### src/common/ssp_pkg.sv
// Purpose: shared constants and types of the synchronous serial port
// Assumes: 32-bit register bus with byte addresses in the low 12 bits
// Notes:   every register takes one aligned word; upper bits read zero
package ssp_pkg;

   // register byte offsets
   localparam logic [11:0] SSP_OFS_CONTROL_ZERO   = 12'h000;
   localparam logic [11:0] SSP_OFS_CONTROL_ONE    = 12'h004;
   localparam logic [11:0] SSP_OFS_FIFO_DATA      = 12'h008;
   localparam logic [11:0] SSP_OFS_FIFO_STATUS    = 12'h00c;
   localparam logic [11:0] SSP_OFS_CLOCK_PRESCALE = 12'h010;
   localparam logic [11:0] SSP_OFS_INTERRUPT_ID   = 12'h014;

   // values after reset
   localparam logic [15:0] SSP_RST_CONTROL_ZERO   = 16'h0000;
   localparam logic [6:0]  SSP_RST_CONTROL_ONE    = 7'h00;
   localparam logic [7:0]  SSP_RST_CLOCK_PRESCALE = 8'h00;
   localparam logic [4:0]  SSP_RST_FIFO_STATUS    = 5'h03;

   // control_zero field positions
   localparam int SSP_CR0_SIZE_LSB = 0;
   localparam int SSP_CR0_SIZE_MSB = 3;
   localparam int SSP_CR0_FMT_LSB  = 4;
   localparam int SSP_CR0_FMT_MSB  = 5;
   localparam int SSP_CR0_POL      = 6;
   localparam int SSP_CR0_PHA      = 7;
   localparam int SSP_CR0_RATE_LSB = 8;
   localparam int SSP_CR0_RATE_MSB = 15;

   // control_one field positions
   localparam int SSP_CR1_RX_IE  = 0;
   localparam int SSP_CR1_TX_IE  = 1;
   localparam int SSP_CR1_ROR_IE = 2;
   localparam int SSP_CR1_LOOP   = 3;
   localparam int SSP_CR1_ENABLE = 4;
   localparam int SSP_CR1_SLAVE  = 5;
   localparam int SSP_CR1_SOD    = 6;

   // frame formats
   localparam logic [1:0] SSP_FMT_SPI   = 2'h0;
   localparam logic [1:0] SSP_FMT_PULSE = 2'h1;
   localparam logic [1:0] SSP_FMT_CMD   = 2'h2;

   // data path sizes and counts
   localparam int          SSP_WORD_W     = 16;
   localparam int          SSP_FIFO_DEPTH = 8;
   localparam logic [3:0]  SSP_FIFO_HALF  = 4'h4;
   localparam logic [4:0]  SSP_CMD_BITS   = 5'h08;
   localparam logic [4:0]  SSP_WORD_BITS  = 5'h10;

   typedef enum logic [2:0] {
      SSP_IDLE,
      SSP_PULSE,
      SSP_SHIFT,
      SSP_TURN,
      SSP_RECV,
      SSP_GAP
   } ssp_state_t;

endpackage : ssp_pkg

### src/rtl/ssp_fifo.sv
// Purpose: first-in first-out store between bus side and serial engine
// Assumes: DEPTH is a power of two
// Notes:   head word is read straight from the storage flip-flops
module ssp_fifo #(
   parameter int WIDTH = 16,
   parameter int DEPTH = 8
) (
   input  wire logic                       clock,
   input  wire logic                       rst,
   input  wire logic                       in_valid,
   output logic                            in_ready,
   input  wire logic [WIDTH-1:0]           in_data,
   output logic                            out_valid,
   input  wire logic                       out_ready,
   output logic [WIDTH-1:0]                out_data,
   output logic [$clog2(DEPTH):0]          count
);
   localparam int AW = $clog2(DEPTH);

   typedef struct packed {
      logic [DEPTH-1:0][WIDTH-1:0] mem;
      logic [AW-1:0]               wp;
      logic [AW-1:0]               rp;
      logic [AW:0]                 cnt;
   } ssp_fifo_st_t;

   ssp_fifo_st_t st_ff;
   ssp_fifo_st_t nxt_st;
   logic         do_push;
   logic         do_pop;

   assign in_ready  = (st_ff.cnt != (AW+1)'(DEPTH));
   assign out_valid = (st_ff.cnt != '0);
   assign out_data  = st_ff.mem[st_ff.rp];
   assign count     = st_ff.cnt;
   assign do_push   = in_valid & in_ready;
   assign do_pop    = out_valid & out_ready;

   always_comb
   begin
      nxt_st = st_ff;
      if (do_push)
      begin
         nxt_st.mem[st_ff.wp] = in_data;
         nxt_st.wp            = st_ff.wp + AW'(1);
      end
      if (do_pop)
         nxt_st.rp = st_ff.rp + AW'(1);
      // simultaneous push and pop keeps the fill level
      if (do_push && !do_pop)
         nxt_st.cnt = st_ff.cnt + (AW+1)'(1);
      else if (do_pop && !do_push)
         nxt_st.cnt = st_ff.cnt - (AW+1)'(1);
   end

   always_ff @(posedge clock or posedge rst)
   begin
      if (rst)
         st_ff <= '0;
      else
         st_ff <= nxt_st;
   end
endmodule : ssp_fifo

### src/rtl/ssp_port.sv
// Purpose: synchronous serial port, master or slave, three frame formats
// Assumes: pins and bus inputs are synchronous to clock
// Notes:   data register writes stall the bus while the send fifo is full
//
// Overview of operation
// - size field plus one gives word length, 1 to 16 bits
// - format 00 clock phase/polarity, 01 frame pulse, 10 command/response
// - clock polarity and phase only matter in the first format
// - rate field in control_zero upper byte sets bit rate with prescale
// - receive service interrupt when enabled and receive fifo half full
// - transmit service interrupt when enabled and send fifo half empty
// - overrun enable gates overrun interrupt; writing zero clears it
// - loopback feeds transmit shifter output into receive shifter
// - no serial transfers while the port enable bit is zero
// - slave with output disable never drives the transmit line
// - status bits 0,1 show send fifo empty and not full, reset 1
// - status bits 2,3 show receive fifo not empty and full, reset 0
// - identification register shows two service and the overrun status
// - undefined register bits read as zero
module ssp_port (
   input  wire logic        clock,
   input  wire logic        rst,
   input  wire logic        psel,
   input  wire logic        penable,
   input  wire logic        pwrite,
   input  wire logic [11:0] paddr,
   input  wire logic [31:0] pwdata,
   output logic      [31:0] prdata,
   output logic             pready,
   output logic             pslverr,
   input  wire logic        serial_clock_in,
   output logic             serial_clock_out,
   output logic             serial_clock_oe_n,
   input  wire logic        frame_in,
   output logic             frame_out,
   output logic             frame_oe_n,
   input  wire logic        serial_rx_line,
   output logic             serial_tx_line,
   output logic             serial_tx_oe_n,
   output logic             rx_service_irq,
   output logic             tx_service_irq,
   output logic             rx_overrun_irq
);
   typedef struct packed {
      ssp_pkg::ssp_state_t state;
      logic                phase;
      logic [15:0]         tmr;
      logic [4:0]          cnt;
      logic [15:0]         tx_sh;
      logic [15:0]         rx_sh;
      logic                sclk_q;
      logic                ror;
      logic [15:0]         cr0;
      logic [6:0]          cr1;
      logic [7:0]          cpsr;
      logic [31:0]         rdata;
      logic                err;
   } ssp_port_st_t;

   ssp_port_st_t st_ff;
   ssp_port_st_t nxt_st;

   logic        tx_valid;
   logic        tx_pop;
   logic [15:0] tx_word;
   logic [3:0]  tx_count;
   logic        tx_in_ready;
   logic        tx_push;
   logic        rx_valid;
   logic        rx_pop;
   logic [15:0] rx_word;
   logic [3:0]  rx_count;
   logic        rx_in_ready;
   logic        rx_push;
   logic [15:0] rx_data;

   logic        enable;
   logic        slave;
   logic        slave_output_disable;
   logic        loop;
   logic [1:0]  fmt;
   logic        pol;
   logic        pha;
   logic        cmd_m;
   logic [4:0]  nbits;
   logic [4:0]  limit;
   logic [15:0] mask;
   logic [15:0] half_len;
   logic [6:0]  pre_half;
   logic        samp_lvl;
   logic        ev_a;
   logic        ev_b;
   logic        rx_bit;
   logic        last;
   logic        start;
   logic        in_frame;
   logic        idle_clk;
   logic        acc;
   logic        wr;
   logic        rd;
   logic        mapped;
   logic        ror_set;
   logic        ror_clr;

   ssp_fifo #(.WIDTH(ssp_pkg::SSP_WORD_W), .DEPTH(ssp_pkg::SSP_FIFO_DEPTH))
   u_tx_fifo (
      .clock     (clock),
      .rst       (rst),
      .in_valid  (tx_push),
      .in_ready  (tx_in_ready),
      .in_data   (pwdata[15:0]),
      .out_valid (tx_valid),
      .out_ready (tx_pop),
      .out_data  (tx_word),
      .count     (tx_count)
   );

   ssp_fifo #(.WIDTH(ssp_pkg::SSP_WORD_W), .DEPTH(ssp_pkg::SSP_FIFO_DEPTH))
   u_rx_fifo (
      .clock     (clock),
      .rst       (rst),
      .in_valid  (rx_push),
      .in_ready  (rx_in_ready),
      .in_data   (rx_data),
      .out_valid (rx_valid),
      .out_ready (rx_pop),
      .out_data  (rx_word),
      .count     (rx_count)
   );

   // configuration decode
   assign enable   = st_ff.cr1[ssp_pkg::SSP_CR1_ENABLE];
   assign slave    = st_ff.cr1[ssp_pkg::SSP_CR1_SLAVE];
   assign slave_output_disable      = st_ff.cr1[ssp_pkg::SSP_CR1_SOD];
   assign loop     = st_ff.cr1[ssp_pkg::SSP_CR1_LOOP];
   assign fmt      = st_ff.cr0[ssp_pkg::SSP_CR0_FMT_MSB:
                               ssp_pkg::SSP_CR0_FMT_LSB];
   assign pol      = st_ff.cr0[ssp_pkg::SSP_CR0_POL];
   assign pha      = st_ff.cr0[ssp_pkg::SSP_CR0_PHA];
   assign cmd_m    = !slave && fmt == ssp_pkg::SSP_FMT_CMD;
   assign nbits    = {1'b0, st_ff.cr0[ssp_pkg::SSP_CR0_SIZE_MSB:
                                      ssp_pkg::SSP_CR0_SIZE_LSB]}
                     + 5'h01;
   // the answer after the turnaround has the full word length
   assign limit    = (cmd_m && st_ff.state != ssp_pkg::SSP_RECV)
                     ? ssp_pkg::SSP_CMD_BITS : nbits;
   assign mask     = 16'hffff >> (ssp_pkg::SSP_WORD_BITS - nbits);
   // odd prescale values lose their low bit; zero acts like two
   assign pre_half = (st_ff.cpsr[7:1] == 7'h00) ? 7'h01 : st_ff.cpsr[7:1];
   assign half_len = 16'(pre_half) *
                     (16'(st_ff.cr0[ssp_pkg::SSP_CR0_RATE_MSB:
                                    ssp_pkg::SSP_CR0_RATE_LSB])
                      + 16'h0001);
   // sample level of the incoming clock; polarity only in first format
   assign samp_lvl = (fmt == ssp_pkg::SSP_FMT_SPI) ? !(pol ^ pha)
                   : (fmt != ssp_pkg::SSP_FMT_PULSE);
   assign ev_a     = slave ? (serial_clock_in != st_ff.sclk_q
                              && serial_clock_in == samp_lvl)
                           : (st_ff.tmr == 16'h0000 && !st_ff.phase);
   assign ev_b     = slave ? (serial_clock_in != st_ff.sclk_q
                              && serial_clock_in != samp_lvl && st_ff.phase)
                           : (st_ff.tmr == 16'h0000 && st_ff.phase);
   assign rx_bit   = loop ? st_ff.tx_sh[15] : serial_rx_line;
   assign last     = (st_ff.cnt == limit - 5'h01);
   assign in_frame = st_ff.state == ssp_pkg::SSP_SHIFT
                     || st_ff.state == ssp_pkg::SSP_TURN
                     || st_ff.state == ssp_pkg::SSP_RECV;
   assign start    = (fmt == ssp_pkg::SSP_FMT_PULSE) ? (frame_in && ev_a)
                                                     : !frame_in;

   // bus access phases
   assign acc     = psel && penable;
   assign mapped  = paddr == ssp_pkg::SSP_OFS_CONTROL_ZERO
                    || paddr == ssp_pkg::SSP_OFS_CONTROL_ONE
                    || paddr == ssp_pkg::SSP_OFS_FIFO_DATA
                    || paddr == ssp_pkg::SSP_OFS_FIFO_STATUS
                    || paddr == ssp_pkg::SSP_OFS_CLOCK_PRESCALE
                    || paddr == ssp_pkg::SSP_OFS_INTERRUPT_ID;
   // a data write waits while the send fifo is full rather than drop
   assign pready  = !(acc && pwrite && paddr == ssp_pkg::SSP_OFS_FIFO_DATA
                      && !tx_in_ready);
   assign wr      = acc && pwrite && pready;
   assign rd      = acc && !pwrite;
   assign tx_push = wr && paddr == ssp_pkg::SSP_OFS_FIFO_DATA;
   assign rx_pop  = rd && paddr == ssp_pkg::SSP_OFS_FIFO_DATA;
   assign prdata  = st_ff.rdata;
   assign pslverr = acc && st_ff.err;

   assign ror_set = rx_push && !rx_in_ready
                    && st_ff.cr1[ssp_pkg::SSP_CR1_ROR_IE];
   assign ror_clr = wr && paddr == ssp_pkg::SSP_OFS_CONTROL_ONE
                    && !pwdata[ssp_pkg::SSP_CR1_ROR_IE];
   assign rx_service_irq = st_ff.cr1[ssp_pkg::SSP_CR1_RX_IE]
                           && rx_count >= ssp_pkg::SSP_FIFO_HALF;
   assign tx_service_irq = st_ff.cr1[ssp_pkg::SSP_CR1_TX_IE]
                           && tx_count <= ssp_pkg::SSP_FIFO_HALF;
   assign rx_overrun_irq = st_ff.ror;

   // pin drive
   assign idle_clk          = (fmt == ssp_pkg::SSP_FMT_SPI) && pol;
   assign serial_clock_oe_n = slave || !enable;
   assign frame_oe_n        = slave || !enable;
   assign serial_tx_oe_n    = !enable || (slave && slave_output_disable);
   assign serial_tx_line    = st_ff.state == ssp_pkg::SSP_SHIFT
                              && st_ff.tx_sh[15];
   assign frame_out = (fmt == ssp_pkg::SSP_FMT_PULSE)
                      ? st_ff.state == ssp_pkg::SSP_PULSE
                      : !in_frame;

   always_comb
   begin
      if (!(in_frame || st_ff.state == ssp_pkg::SSP_PULSE))
         serial_clock_out = idle_clk;
      else if (fmt == ssp_pkg::SSP_FMT_SPI)
         serial_clock_out = pol ^ pha ^ st_ff.phase;
      else if (fmt == ssp_pkg::SSP_FMT_PULSE)
         serial_clock_out = !st_ff.phase;
      else
         serial_clock_out = st_ff.phase;
   end

   always_comb
   begin
      nxt_st        = st_ff;
      tx_pop        = 1'b0;
      rx_push       = 1'b0;
      nxt_st.sclk_q = serial_clock_in;
      // master half-period timer runs only around frames
      if (!slave && st_ff.state != ssp_pkg::SSP_IDLE)
         nxt_st.tmr = (st_ff.tmr == 16'h0000) ? half_len - 16'h0001
                                              : st_ff.tmr - 16'h0001;
      unique case (st_ff.state)
         ssp_pkg::SSP_IDLE:
         begin
            nxt_st.phase = 1'b0;
            nxt_st.cnt   = 5'h00;
            nxt_st.tmr   = half_len - 16'h0001;
            if (enable && (slave ? start : tx_valid))
            begin
               // a slave with nothing queued answers with zeros
               tx_pop       = tx_valid;
               // a short frame must not show bits of the word before
               nxt_st.rx_sh = 16'h0000;
               nxt_st.tx_sh = tx_valid ? (cmd_m ? (tx_word << 8)
                              : (tx_word << (ssp_pkg::SSP_WORD_BITS
                                             - nbits))) : 16'h0000;
               nxt_st.state = (!slave && fmt == ssp_pkg::SSP_FMT_PULSE)
                              ? ssp_pkg::SSP_PULSE : ssp_pkg::SSP_SHIFT;
            end
         end
         ssp_pkg::SSP_PULSE, ssp_pkg::SSP_TURN:
         begin
            if (ev_a)
               nxt_st.phase = 1'b1;
            if (ev_b)
            begin
               nxt_st.phase = 1'b0;
               nxt_st.cnt   = 5'h00;
               nxt_st.state = (st_ff.state == ssp_pkg::SSP_PULSE)
                              ? ssp_pkg::SSP_SHIFT : ssp_pkg::SSP_RECV;
            end
         end
         ssp_pkg::SSP_SHIFT, ssp_pkg::SSP_RECV:
         begin
            if (ev_a)
            begin
               nxt_st.phase = 1'b1;
               if (!cmd_m || st_ff.state == ssp_pkg::SSP_RECV)
                  nxt_st.rx_sh = {st_ff.rx_sh[14:0], rx_bit};
               if (slave && last)
               begin
                  rx_push      = 1'b1;
                  nxt_st.state = ssp_pkg::SSP_GAP;
               end
            end
            if (ev_b)
            begin
               nxt_st.phase = 1'b0;
               nxt_st.tx_sh = {st_ff.tx_sh[14:0], 1'b0};
               nxt_st.cnt   = st_ff.cnt + 5'h01;
               if (last && !slave)
               begin
                  rx_push      = !(cmd_m
                                   && st_ff.state == ssp_pkg::SSP_SHIFT);
                  nxt_st.state = rx_push ? ssp_pkg::SSP_GAP
                                         : ssp_pkg::SSP_TURN;
                  nxt_st.cnt   = 5'h00;
               end
            end
            // a slave select released mid-word abandons the word
            if (slave && fmt != ssp_pkg::SSP_FMT_PULSE && frame_in)
               nxt_st.state = ssp_pkg::SSP_IDLE;
         end
         ssp_pkg::SSP_GAP:
         begin
            if (slave)
            begin
               if (fmt == ssp_pkg::SSP_FMT_PULSE || frame_in)
                  nxt_st.state = ssp_pkg::SSP_IDLE;
            end
            else
            begin
               if (ev_a)
                  nxt_st.phase = 1'b1;
               if (ev_b)
                  nxt_st.state = ssp_pkg::SSP_IDLE;
            end
         end
         default:
            nxt_st.state = ssp_pkg::SSP_IDLE;
      endcase
      if (!enable)
         nxt_st.state = ssp_pkg::SSP_IDLE;
      rx_data = nxt_st.rx_sh & mask;

      // overrun: a new event outweighs a clearing write in the same cycle
      nxt_st.ror = ror_set || (st_ff.ror && !ror_clr);

      if (wr)
      begin
         if (paddr == ssp_pkg::SSP_OFS_CONTROL_ZERO)
            nxt_st.cr0 = pwdata[15:0];
         if (paddr == ssp_pkg::SSP_OFS_CONTROL_ONE)
            nxt_st.cr1 = pwdata[6:0];
         if (paddr == ssp_pkg::SSP_OFS_CLOCK_PRESCALE)
            nxt_st.cpsr = pwdata[7:0];
      end

      // read data is captured in the setup phase; unused bits stay zero
      if (psel && !penable)
      begin
         nxt_st.rdata = 32'h0000_0000;
         nxt_st.err   = !mapped;
         unique case (paddr)
            ssp_pkg::SSP_OFS_CONTROL_ZERO:
               nxt_st.rdata[15:0] = st_ff.cr0;
            ssp_pkg::SSP_OFS_CONTROL_ONE:
               nxt_st.rdata[6:0] = st_ff.cr1;
            ssp_pkg::SSP_OFS_FIFO_DATA:
               nxt_st.rdata[15:0] = rx_valid ? rx_word : 16'h0000;
            ssp_pkg::SSP_OFS_FIFO_STATUS:
               nxt_st.rdata[4:0] = {st_ff.state != ssp_pkg::SSP_IDLE
                                    || tx_valid,
                                    !rx_in_ready, rx_valid,
                                    tx_in_ready, !tx_valid};
            ssp_pkg::SSP_OFS_CLOCK_PRESCALE:
               nxt_st.rdata[7:0] = st_ff.cpsr;
            ssp_pkg::SSP_OFS_INTERRUPT_ID:
               nxt_st.rdata[2:0] = {rx_overrun_irq, tx_service_irq,
                                    rx_service_irq};
            default:
               nxt_st.rdata = 32'h0000_0000;
         endcase
      end
   end

   always_ff @(posedge clock or posedge rst)
   begin
      if (rst)
      begin
         st_ff       <= '0;
         st_ff.state <= ssp_pkg::SSP_IDLE;
         st_ff.cr0   <= ssp_pkg::SSP_RST_CONTROL_ZERO;
         st_ff.cr1   <= ssp_pkg::SSP_RST_CONTROL_ONE;
         st_ff.cpsr  <= ssp_pkg::SSP_RST_CLOCK_PRESCALE;
      end
      else
         st_ff <= nxt_st;
   end
endmodule : ssp_port

### config.mk
export PLATFORM = sky130hd
export DESIGN_NAME = ssp_port
export DESIGN_NICKNAME = d
export VERILOG_FILES = /design/src/common/ssp_pkg.sv /design/src/rtl/ssp_fifo.sv /design/src/rtl/ssp_port.sv
export SDC_FILE = /design/constraint.sdc
export NUM_CORES = 1
export LEC_CHECK = 0
export ABC_AREA = 0
export BUFFER_PORTS_ARGS = -buffer_cell sky130_fd_sc_hd__buf_2
export CORE_MARGIN = 1.5
export CORE_UTILIZATION = 25
export CTS_BUF_LIST = sky130_fd_sc_hd__clkbuf_16
export CTS_CLUSTER_DIAMETER = 30
export CTS_CLUSTER_SIZE = 28
export DETAILED_ROUTE_END_ITERATION = 8
export PLACE_DENSITY = 0.41
export SYNTH_ARGS = -nofsm -noshare
export SYNTH_HDL_FRONTEND = slang
export SYNTH_SLANG_ARGS = --single-unit
### constraint.sdc
create_clock -name clock -period 12.2 [get_ports clock]
set_input_delay 2.44 -clock clock [delete_from_list [all_inputs] [get_ports clock]]
set_output_delay 2.44 -clock clock [all_outputs]
set_load 0.02 [all_outputs]
==> summary.md <==
| Metric | Value |
|---|---|
| IO Port Bufs | `62` |
| Worst Path Required | `9760 ps` |
| Setup bufs post-CTS | `0` |
| Slew Limit Fails | `0` |
| Total of max-cap violations | `0` |
| Worst Path Buf+Inv | `2` |
| WHS Path Cells | `2` |
| Worst min path class | `flip-flop to flip-flop` |
| Reg2Reg Depth | `12` |
| Largest net degree at the start of global routing | `136` |
| Final hold slack | `444 ps` |
| Setup slack at placement | `5430 ps` |
| Syn_area_per_cell | `11.7 sq um` |
| Critical hold path startpoint | `st_ff[73]$_DFF_PP0_` |
| PnR worst setup slack | `5350 ps` |
| VDD IR max | `0.116 mV` |
| Setup violators final | `0` |
| Final Critical Period | `6850 ps` |
| Asr flop ratio synth | `100%` |
| Arr. time, crit path | `4410 ps` |
| Worst setup SP type | `input pin` |
| Final nets | `2,124` |
| Clock Sinks | `383` |
| Synth Flop Type | `dfrtp_1` |
| Vias per inst | `4.81` |
| Final ANT Viol Nets | `0` |
| R2r startpoint | `st_ff[48]$_DFFE_PP0P_` |
| Routed Wire Length | `65,000 microns` |
| Die extent in x | `300 microns` |
| Core Box Area | `87,200 sq um` |
| Setup_tns | `0 ps` |
| R2R setup slack | `6280 ps` |
| # H-tree levels | `3` |
| CP Cell Sequence | `buf_2 > nor4_1 > nand3_1 > nor4_1 > nand2_1 > buf_2` |
| Initial antenna violation count | `7` |
| Area after DPL | `23,500 sq um` |
| Drt pass-1 iters | `8` |
| Setup CP Type | `input pin to output pin` |
| Global-route wire length before repair | `100,000 microns` |
| Post-route cell area | `27,300 sq um` |
| Remaining DRCs | `0` |
| Most common cell after layout, fill and taps aside | `dfrtp_1` |
| P&R area growth vs syn | `23.9%` |
| Initial Utilization | `25.3%` |
| Clk slew on worst S/H paths | `50 ps` |
| CP Launch Point | `paddr[7]` |
| Post-synth top area cell | `dfrtp_1` |
| Worst path slowest cell | `nor4_1` |
| Tot GR Track Use | `14.5%` |
| Worst skew pair latency | `690 ps` |
| Post-DP HPWL | `44,000 microns` |
| Share of layout cells above drive strength 1 | `30.9%` |
| Mapped Cells | `1,886` |
| YS warnings | `0` |
| Root Buffer | `clkbuf_16` |
| DR vias | `15,500` |
| Post-synth EDFFs | `0` |
| Slew Limit Headroom | `19.1%` |
| Hold_buf cts | `0` |
| RSZ-0062 raised after global routing | `no` |
| CTS Buf Count | `106` |
| Chip height | `300 microns` |
| Peak Freq | `146 MHz` |
| Leak | `12.6 nW` |
| CTS tree | `built` |
| Wire per inst | `20.2 microns` |
| Die footprint | `90,000 sq um` |
| Row Count | `108` |
| GPL Wtd Cong | `0.798` |
| CP Max Fanout | `8` |
| First-iteration detailed-routing DRC count | `953` |
| Register bit total from synthesis | `383` |
| Status | `complete, no violations` |
| Vias in the first global route | `16,100` |
| I/O pin cnt | `95` |
| Gates resized, CTS repair | `0` |
| Power per cell area | `185 nW/um^2` |
| Post-synth top area share | `43.4%` |
| Critical Path Stages | `6` |
| Top cells by area in the synthesized netlist | `dfrtp_1 (43%), mux2_2 (14%), mux4_2 (7.5%)` |
| Most frequent cells in the layout | `dfrtp_1 (381), mux2_2 (268), nand2_1 (135)` |
| Skew final | `80.1 ps` |
| Remaining Overflow, GRT | `0` |
| Crit-path leading delay family | `simple AND/OR/NAND/NOR gates` |
| Fin. Hold Viols | `0` |
| Worst path max stage delay | `650 ps` |
| CP Capture Type | `output pin` |
| Final Cycle Share | `56.1%` |
| Worst Tran Pin Value | `1210 ps` |
| Area of the mapped netlist | `22,100 sq um` |
| Sequential-to-total area share from yosys stat | `43.4%` |
| Clock buffer depth | `3` |
| Filler cells | `8,870` |
| Synth cell types | `79` |
==> area by class of cell <==
cell class                 count  area, sq um  area share, %
inverter                     102          387           1.41
tap                         1155         1450           5.29
antenna                        1         2.50        0.00916
multi-input combinational   1275        11500           42.0
sequential                   383         9590           35.1
clock inverter                89         1120           4.11
timing repair buffer         106          653           2.39
clock buffer                 106         2650           9.71
==> report_power, final <==
part           leakage (nW)  switching, mW  total [mW]  internal [mW]
logic                  5.58          0.436       0.692          0.256
clock network          1.84          0.879        2.87           2.00
registers              5.21          0.111        1.48           1.37
==> state kept, by name, summed over array words and instances, names as in the netlist, 2 cells and up <==
name and count:
u_rx_fifo.count 4, u_tx_fifo.count 4, fmt 2, u_rx_fifo.st_ff 134, st_ff 82, prdata 16
u_tx_fifo.st_ff 134
==> routing by layer <==
metal | GRT usage (%) | part of all wire (%)
met5 | 0 | 0.028
met4 | 4.79 | 2.6
met3 | 2.36 | 3.7
met2 | 23.4 | 47
met1 | 19.8 | 46
==> tightest hold or removal path, cell delays in order (launching register included) <==
cell	delay [ps]
dfrtp_1	330
nand2_1	70
nand2_1	60
==> per-stage QoR <==
stage                     total power [mW]  std cells  utilization (%)
after global routing                  5.29       3216             31.3
after floorplan                       1.98       1901                -
final                                 5.05       3217             31.4
after CTS                             5.12       3216             31.3
after global placement                2.18       3021             27.0
after detailed placement              2.20       3021             27.0
==> kinds of logic after synthesis <==
kind of cell    after synthesis  synth area share [%]
flops                       383                  43.4
other cells                   1                0.0170
fa+ha+maj                    98                  6.95
xor+xnor                     43                  1.71
buf+inv                     243                  4.89
mux                         410                  24.5
simple gates                442                  10.4
compound gates              266                  8.03
==> path summary, 6_finish.rpt <==
check                                                  end
hold / removal                         st_ff[74]$_DFF_PP0_
setup reg to reg           u_rx_fifo.st_ff[11]$_DFFE_PP0P_
hold reg to reg                        st_ff[74]$_DFF_PP0_
min in group asynchronous            st_ff[62]$_DFFE_PP0P_
max in group asynchronous   u_tx_fifo.st_ff[5]$_DFFE_PP0P_
setup / recovery                                    pready
==> cell usage after synthesis, drive strengths merged, types with 7 or more instances <==
| cell | number |
|---|---|
| o21ai | 63 |
| o2111ai | 7 |
| fa | 41 |
| a211oi | 17 |
| nand2b | 27 |
| and2 | 21 |
| clkbuf | 86 |
| nand4 | 21 |
| xor2 | 10 |
| a21o | 8 |
| a22oi | 13 |
| a311oi | 8 |
| inv | 102 |
| o22ai | 15 |
| or3 | 7 |
| a221oi | 13 |
| nor2b | 30 |
| nand2 | 135 |
| mux4 | 73 |
| o211ai | 7 |
| or4 | 7 |
| dfrtp | 383 |
| a21oi | 55 |
| nor3b | 7 |
| nand3 | 28 |
| nor4 | 18 |
| mux2i | 27 |
| ha | 57 |
| mux2 | 310 |
| nor2 | 82 |
| buf | 55 |
| nor3 | 30 |
| xnor2 | 33 |
No activity file was read; power rests on OpenSTA's default activity.
